### config.mk
export PLATFORM = sky130hd
export DESIGN_NAME = nvb_bus
export DESIGN_NICKNAME = d
export VERILOG_FILES = /design/src/core/nvb_pkg.sv /design/src/core/nvb_bus.sv /design/src/core/nvb_sync.sv
export VERILOG_INCLUDE_DIRS = /design/src /design/src/core
export SDC_FILE = /design/constraint.sdc
export NUM_CORES = 1
export LEC_CHECK = 0
export BUFFER_PORTS_ARGS = -buffer_cell sky130_fd_sc_hd__buf_2
export CORE_ASPECT_RATIO = 0.9
export CORE_MARGIN = 3
export CORE_UTILIZATION = 55
export DETAILED_ROUTE_END_ITERATION = 6
export GPL_ROUTABILITY_DRIVEN = 0
export HOLD_SLACK_MARGIN = 0.1
export PLACE_DENSITY = 0.84
export SYNTH_ARGS = -nofsm -noshare
export SYNTH_HDL_FRONTEND = slang
export SYNTH_SLANG_ARGS = --single-unit
### constraint.sdc
create_clock -name clk -period 4.35 [get_ports clk]
set_input_delay 0.2175 -clock clk [delete_from_list [all_inputs] [get_ports clk]]
set_output_delay 0.2175 -clock clk [all_outputs]
set_load 0.02 [all_outputs]
### src/core/nvb_regs.svh
// Named constants for the byte-wide nonvolatile SRAM bus block
`ifndef NVB_REGS_SVH
`define NVB_REGS_SVH

`define NVB_CLK_PERIOD_NS  8
`define NVB_STROBE_NS      70
`define NVB_STROBE_CYC     ((`NVB_STROBE_NS + `NVB_CLK_PERIOD_NS - 1) / `NVB_CLK_PERIOD_NS)
`define NVB_HOLD_CYC       4'h2
`define NVB_SEL_IDLE       4'hf
`define NVB_SEL_ONE        4'h1
`define NVB_MEM_BIT16      16
`define NVB_MEM_BIT15      15
`define NVB_A14            14
`define NVB_A13            13
`define NVB_BLK_HI         16
`define NVB_BLK_LO         12
`define NVB_PIN_SEL1       0
`define NVB_PIN_HI_ADDR    1
`define NVB_PIN_LO_ADDR    2
`define NVB_PIN_SEL4       3
`define NVB_PERIPH_SLOT    2'h3
`define NVB_FIRST_SLOT     2'h0

`endif

### src/core/nvb_pkg.sv
// Types shared by the byte-wide nonvolatile SRAM bus block
package nvb_pkg;

   typedef enum logic [1:0] {
      NVB_SIZE_8K   = 2'h0,
      NVB_SIZE_32K  = 2'h1,
      NVB_SIZE_128K = 2'h2,
      NVB_SIZE_RSVD = 2'h3
   } nvb_size_t;

   typedef enum logic [1:0] {
      NVB_ST_IDLE   = 2'h0,
      NVB_ST_SETUP  = 2'h1,
      NVB_ST_STROBE = 2'h2,
      NVB_ST_HOLD   = 2'h3
   } nvb_state_t;

endpackage

### src/core/nvb_bus.sv
// Byte-wide nonvolatile SRAM bus controller with decoded selects
// Function
// Drive a separate 15-bit address bus for every SRAM access.
// No address bit 15 on the bus; upper range selected by chip enables.
// Support 8k, 32k and 128k SRAM parts with no glue logic.
// With 8k parts the board leaves address bits 13 and 14 open.
// In 128k mode second and third selects carry address bits 16 and 15.
// Eight-bit two-way data bus, driven on writes, sampled on reads.
// Data bus may be shared by SRAM and an optional peripheral.
// One write enable, gated by memory map and program/data partition.
// Never assert write enable inside program space.
// First select is the primary select of one SRAM.
// Reset is active high; a 1 resets the block.
// Reset pad pulled down, so an open pin keeps the block running.
// Primary select held high while supply is below backup voltage.
// One select at most per access; all selects high when idle or reset.
// Reads release the data bus and latch the byte at access end.
`include "nvb_regs.svh"

module nvb_bus (
   input  wire logic              clk,
   input  wire logic              reset,
   input  wire logic [1:0]        sram_size,
   input  wire logic [4:0]        prog_blocks,
   input  wire logic              supply_low_async,
   input  wire logic              req_valid,
   output logic                   req_ready,
   input  wire logic              req_write,
   input  wire logic              req_periph,
   input  wire logic [16:0]       req_addr,
   input  wire logic [7:0]        req_wdata,
   output logic                   resp_done,
   output logic                   resp_err,
   output logic [7:0]             resp_rdata,
   output logic [14:0]            byte_bus_address,
   output logic [7:0]             byte_bus_data_drv,
   output logic                   byte_bus_data_oe,
   input  wire logic [7:0]        byte_bus_data_rcv,
   output logic                   primary_sram_select_n,
   output logic                   second_select_or_addr_bit16,
   output logic                   third_select_or_addr_bit15,
   output logic                   fourth_select_n,
   output logic                   write_enable_n
);

   typedef struct packed {
      nvb_pkg::nvb_state_t st;
      logic [3:0]          cnt;
      logic                big;
      logic                wr;
      logic [14:0]         addr;
      logic [3:0]          pins;
      logic                we_n;
      logic [7:0]          dout;
      logic                doe;
      logic [7:0]          rdata;
      logic                done;
      logic                err;
   } nvb_state_s_t;

   nvb_state_s_t s_q;
   nvb_state_s_t s_d;

   logic       supply_low;
   logic [7:0] data_in;
   logic       dec_ok;
   logic       prot;
   logic [1:0] slot;
   logic [3:0] sel_pins;
   logic [3:0] idle_pins;

   nvb_sync #(.WIDTH(1)) u_sync_supply (
      .clk      (clk),
      .reset    (reset),
      .raw_level  (supply_low_async),
      .sync_level (supply_low)
   );

   // Read data comes from pins, so it is synchronised like any pin input
   nvb_sync #(.WIDTH(8)) u_sync_data (
      .clk      (clk),
      .reset    (reset),
      .raw_level  (byte_bus_data_rcv),
      .sync_level (data_in)
   );

   // Decode the linear 17-bit address into a select slot
   always_comb begin
      dec_ok   = 1'b1;
      slot     = `NVB_FIRST_SLOT;
      sel_pins = `NVB_SEL_IDLE;
      prot     = (req_addr[`NVB_BLK_HI:`NVB_BLK_LO] < prog_blocks);
      case (nvb_pkg::nvb_size_t'(sram_size))
         nvb_pkg::NVB_SIZE_8K: begin
            dec_ok = (req_addr[`NVB_MEM_BIT16:`NVB_MEM_BIT15] == `NVB_FIRST_SLOT)
                     && !req_periph;
            slot   = req_addr[`NVB_A14:`NVB_A13];
            sel_pins = ~(`NVB_SEL_ONE << slot);
         end
         nvb_pkg::NVB_SIZE_32K: begin
            dec_ok   = !req_periph;
            slot     = req_addr[`NVB_MEM_BIT16:`NVB_MEM_BIT15];
            sel_pins = ~(`NVB_SEL_ONE << slot);
         end
         nvb_pkg::NVB_SIZE_128K: begin
            slot     = req_periph ? `NVB_PERIPH_SLOT : `NVB_FIRST_SLOT;
            sel_pins = `NVB_SEL_IDLE;
            sel_pins[`NVB_PIN_HI_ADDR] = req_addr[`NVB_MEM_BIT16];
            sel_pins[`NVB_PIN_LO_ADDR] = req_addr[`NVB_MEM_BIT15];
            if (req_periph) begin
               sel_pins[`NVB_PIN_SEL4] = 1'b0;
            end else begin
               sel_pins[`NVB_PIN_SEL1] = 1'b0;
            end
         end
         default: begin
            dec_ok = 1'b0;
         end
      endcase
      // Peripherals are never program space, so they stay writable
      if (req_periph) begin
         prot = 1'b0;
      end
   end

   // Address bits stay on the pins only while 128k mode is still chosen;
   // otherwise these pins are selects again and must park high
   always_comb begin
      idle_pins = `NVB_SEL_IDLE;
      if (s_q.big && (nvb_pkg::nvb_size_t'(sram_size) == nvb_pkg::NVB_SIZE_128K)) begin
         idle_pins[`NVB_PIN_HI_ADDR] = s_q.pins[`NVB_PIN_HI_ADDR];
         idle_pins[`NVB_PIN_LO_ADDR] = s_q.pins[`NVB_PIN_LO_ADDR];
      end
   end

   always_comb begin
      s_d      = s_q;
      s_d.done = 1'b0;
      s_d.err  = 1'b0;
      case (s_q.st)
         nvb_pkg::NVB_ST_IDLE: begin
            s_d.pins = idle_pins;
            s_d.we_n = 1'b1;
            s_d.doe  = 1'b0;
            if (req_valid && !supply_low) begin
               if (!dec_ok || (req_write && prot)) begin
                  // Refused with no bus cycle, so program space is untouched
                  s_d.err  = 1'b1;
                  s_d.done = 1'b1;
               end else begin
                  s_d.st   = nvb_pkg::NVB_ST_SETUP;
                  s_d.big  = (nvb_pkg::nvb_size_t'(sram_size) == nvb_pkg::NVB_SIZE_128K);
                  s_d.wr   = req_write;
                  s_d.addr = req_addr[`NVB_A14:0];
                  s_d.pins = sel_pins;
                  s_d.dout = req_wdata;
                  s_d.doe  = req_write;
               end
            end
         end
         nvb_pkg::NVB_ST_SETUP: begin
            // Address and select settle one cycle before the strobe
            s_d.we_n = !s_q.wr;
            s_d.cnt  = 4'(`NVB_STROBE_CYC);
            s_d.st   = nvb_pkg::NVB_ST_STROBE;
         end
         nvb_pkg::NVB_ST_STROBE: begin
            s_d.cnt = s_q.cnt - 4'h1;
            if (s_q.cnt == 4'h1) begin
               s_d.we_n = 1'b1;
               s_d.cnt  = `NVB_HOLD_CYC;
               s_d.st   = nvb_pkg::NVB_ST_HOLD;
            end
         end
         nvb_pkg::NVB_ST_HOLD: begin
            // Select held through the synchroniser delay of the read data
            s_d.cnt = s_q.cnt - 4'h1;
            if (s_q.cnt == 4'h1) begin
               if (!s_q.wr) begin
                  s_d.rdata = data_in;
               end
               s_d.pins = idle_pins;
               s_d.doe  = 1'b0;
               s_d.done = 1'b1;
               s_d.st   = nvb_pkg::NVB_ST_IDLE;
            end
         end
         default: begin
            s_d.st = nvb_pkg::NVB_ST_IDLE;
         end
      endcase
      // Supply collapse aborts any access and parks every select high
      if (supply_low) begin
         if (s_q.st != nvb_pkg::NVB_ST_IDLE) begin
            s_d.done = 1'b1;
            s_d.err  = 1'b1;
         end
         s_d.st   = nvb_pkg::NVB_ST_IDLE;
         s_d.pins = idle_pins;
         s_d.pins[`NVB_PIN_SEL1] = 1'b1;
         s_d.we_n = 1'b1;
         s_d.doe  = 1'b0;
      end
   end

   // Only a logic 1 resets; the pad pull-down keeps an open pin at 0
   always_ff @(posedge clk) begin
      if (reset) begin
         s_q      <= '0;
         s_q.st   <= nvb_pkg::NVB_ST_IDLE;
         s_q.pins <= `NVB_SEL_IDLE;
         s_q.we_n <= 1'b1;
      end else begin
         s_q <= s_d;
      end
   end

   assign req_ready                   = (s_q.st == nvb_pkg::NVB_ST_IDLE) && !supply_low;
   assign resp_done                   = s_q.done;
   assign resp_err                    = s_q.err;
   assign resp_rdata                  = s_q.rdata;
   assign byte_bus_address            = s_q.addr;
   assign byte_bus_data_drv           = s_q.dout;
   assign byte_bus_data_oe            = s_q.doe;
   assign primary_sram_select_n       = s_q.pins[`NVB_PIN_SEL1];
   assign second_select_or_addr_bit16 = s_q.pins[`NVB_PIN_HI_ADDR];
   assign third_select_or_addr_bit15  = s_q.pins[`NVB_PIN_LO_ADDR];
   assign fourth_select_n             = s_q.pins[`NVB_PIN_SEL4];
   assign write_enable_n              = s_q.we_n;

endmodule

### src/core/nvb_sync.sv
// Two-flop synchroniser for pin inputs
module nvb_sync #(
   parameter int WIDTH = 1
) (
   input  wire logic             clk,
   input  wire logic             reset,
   input  wire logic [WIDTH-1:0] raw_level,
   output logic      [WIDTH-1:0] sync_level
);

   typedef struct packed {
      logic [WIDTH-1:0] meta;
      logic [WIDTH-1:0] stable;
   } nvb_sync_state_t;

   nvb_sync_state_t s_q;
   nvb_sync_state_t s_d;

   always_comb begin
      s_d.meta   = raw_level;
      s_d.stable = s_q.meta;
   end

   always_ff @(posedge clk) begin
      if (reset) begin
         s_q <= '0;
      end else begin
         s_q <= s_d;
      end
   end

   assign sync_level = s_q.stable;

endmodule

==> metrics.txt <==
Num CTS Buffers=9; WL met2=approximately 3000 um; Slew Limit Fails=0; final WL=between 6000 and 7000 um; first-pass GRT wire length=between 10000 and 15000 um; Clk network pwr share=0.364; top cells by area, synth=dfxtp_1, buf_4, a21oi_1; Starting Density=0.577; Synth top area share=0.424; slew margin rel.=0.437; Routed WL per cell=approximately 13 um; post-route DRC violation count=0; clk root buf=clkbuf_8; Final Cycle Share=0.516; post-layout util=0.668; internal power=roughly 1 mW; hold depth=2; skew final=4.66 ps; synth unique cells=44; Cells after Synth=about 370; crit path max fanout=50; Final Hold Vio Count=0; syn nets=about 430; die area=approximately 0.0065 mm2; Layout fillers=between 400 and 500; fmax=approximately 450 MHz; YS warnings=0; measured slew at the worst slew-check pin=844 ps; hold slack=between 100 and 150 ps; IR Drop Worst-Case VDD=271 uV; TNS Setup=0 ps; Setup crit end kind=register; CTS tree=yes; WL met1=2800 um; number of routed nets with antenna violations=0; gr usage total=0.199; Synth-to-Final Area Change=15.7%; ys flop type=dfxtp_1; initial antenna violation count=0; worst reg2reg startpoint=s_q[45]$_SDFFE_PP0P_; P_sw=0.384 mW; Lkg Pwr=about 1.5 nW; vias per cell=roughly 5.3; DP Worst Slack=between 1500 and 2000 ps; Combinational Power Share=0.169; Worst Reg2Reg Path Length in Cells=5; # rows=25; register area share after synthesis=0.424; nets=roughly 480; critical path required time=roughly 4600 ps; DR WL met3=589 um; Top Ports=86; Core Box Area=0.00532 mm2; Die Wd=between 80 and 90 um; Cell Area, Synth=around 0.003 mm2; H-tree depth=3; total power draw=1.38 mW; sequential share of power=0.466; Yosys reg bits=65; DRT Pass-1 Iters=5; kind of critical path=reg2reg; later-pin clock latency in the skew report=between 300 and 400 ps; worst flop-to-flop path endpoint=s_q[40]$_SDFFE_PP0P_; clock sink count=between 60 and 70; DR iter-0 viols=around 160; switching share of power=0.278; Yosys top cell by area=dfxtp_1; asr flop ratio synth=0; chip height=between 70 and 80 um; Power Density=388 mW/mm2; Max-Cap Viols=0; Setup crit start kind=register; outcome=completed; Hold Path End=u_sync_data.s_d[6]$_SDFF_PP0_; vias post-DR=2624; hold path startpoint=byte_bus_data_rcv[6]; Top Metal Used=met4; RSZ-0062 raised after global routing=no; grt ovf=0; share of layout cells above drive strength 1=0.248; Worst-path clk slew=about 70 ps; CTS max path bufs=2; hold crit path type=in2reg; post-detail-place hpwl=approximately 4300 um; largest net degree at the start of global routing=62; Post-synth EDFFs=0; Mapped Avg Cell Area=just over 8 um2; worst endpoint data arrival time=roughly 2500 ps; PortBufs=85; Finish-stage setup viols=0; Final WS setup=~2100 ps; R2R Setup Slk=between 2000 and 2500 ps; post-route minimum period=2240 ps; Antenna diodes=0; vias in the first global route=roughly 2300
cell usage in the layout, fill, tap and decap left out, types with 2 or more instances in the layout:
| master | count |
|---|---|
| buf_4 | 2 |
| buf_2 | 85 |
| clkbuf_8 | 10 |
| dfxtp_1 | 65 |
| nand2b_1 | 4 |
| o31ai_1 | 2 |
| a31oi_1 | 2 |
| nand3_1 | 3 |
| or3_1 | 25 |
| a21oi_1 | 41 |
| o22ai_1 | 2 |
| dlygate4sd3_1 | 8 |
| nor2b_1 | 21 |
| o21ai_1 | 14 |
| clkbuf_1 | 2 |
| o21ai_0 | 26 |
| nand3b_1 | 3 |
| a211oi_1 | 3 |
| nor2_1 | 18 |
| nand4_1 | 2 |
| o31a_1 | 2 |
| ha_1 | 10 |
| clkinvlp_4 | 3 |
| inv_1 | 33 |
| o32a_1 | 2 |
| o41ai_1 | 2 |
| nor3_1 | 2 |
| or4_1 | 2 |
| nand2_1 | 16 |
worst max-delay path by stage:
stage	from	endpoint	slack (ps)	cells past startpoint
final	s_q[45]$_SDFFE_PP0P_	s_q[40]$_SDFFE_PP0P_	2110	5
after global routing	s_q[45]$_SDFFE_PP0P_	byte_bus_address[4]$_SDFFE_PP0P_	1840	5
after CTS	s_q[45]$_SDFFE_PP0P_	s_q[40]$_SDFFE_PP0P_	2140	5
after detailed placement	req_addr[16]	byte_bus_data_drv[0]$_SDFFE_PP0P_	1960	8
after global placement	req_addr[16]	byte_bus_address[12]$_SDFFE_PP0P_	2070	8
after floorplan	prog_blocks[4]	byte_bus_data_drv[2]$_SDFFE_PP0P_	2740	8
repair_timing:
item                                   CTS  global route
setup buffers                            0             0
endpoints found under the hold margin    8             0
hold buffers                             8             0
resized for setup                        0             0
routing by layer:
metal | up-vias | GRT usage
met2 | 107 | 0.307
met3 | 8 | 0.0827
met4 | 0 | 0.0443
met1 | 1167 | 0.260
li1 | 1342 | -
met5 | - | 0
sequential cells by signal, summed over array words and instances, names as in the netlist, 8 cells and up:
signal / flops
byte_bus_address: 15
byte_bus_data_drv: 8
resp_rdata: 8
s_q: 8
u_sync_data.s_d: 8
u_sync_data.sync_level: 8
worst max-delay path: stages, from the launching register on:
cell and delay, ps:
dfxtp_1 350, inv_1 110, ha_1 510, nand2_2 550, or4_1 550, o21ai_0 90
logic make-up (layout without fill, tap and decap cells):
group                      count (synthesis)  count (layout)  share of synthesized area
adders and majority gates                 10              10                     0.0408
buffers and inverters                     85             144                      0.144
and+or+nand+nor                          104             104                      0.188
DFF                                       65              65                      0.424
AOI/OAI and AO/OA                        105             105                      0.202
cell usage after synthesis (2+ instances only):
cell	n
nor2b_1	21
o31ai_1	2
o32a_1	2
o21ai_0	26
o21ai_1	14
nand4_1	2
or4_1	2
buf_2	2
o41ai_1	2
clkbuf_1	17
nor2_1	18
a21oi_1	41
a31oi_1	2
o31a_1	2
nand3b_1	3
ha_1	10
a211oi_1	3
nand3_1	3
buf_4	32
nand2_1	16
nand2b_1	4
nor3_1	2
or3_1	25
inv_1	33
dfxtp_1	65
o22ai_1	2
final cells by class:
cell class                 instances  area, um2  area share
tap                               67       83.8      0.0236
timing repair buffer              95        520       0.147
clock inverter                     4       52.6      0.0148
inverter                          33        124      0.0349
sequential                        65       1300       0.367
multi-input combinational        219       1320       0.373
clock buffer                      12        145      0.0409
power groups by stage:
stage / logic (mW) / clock network [mW] / registers [mW]
6_report: 0.234 / 0.502 / 0.643
5_1_grt: 0.261 / 0.547 / 0.646
4_1_cts: 0.232 / 0.514 / 0.642
3_5_place_dp: 0.225 / 0 / 0.655
3_3_place_gp: 0.218 / 0 / 0.654
2_1_floorplan: 0.173 / 0 / 0.655
through the flow:
step / std cells / area, um2
CTS: 495 / 3550
detailed placement: 471 / 3270
global placement: 471 / 3270
finish: 495 / 3550
global route: 495 / 3550
floorplan: 369 / 3070
No activity file was read; power rests on OpenSTA's default activity.
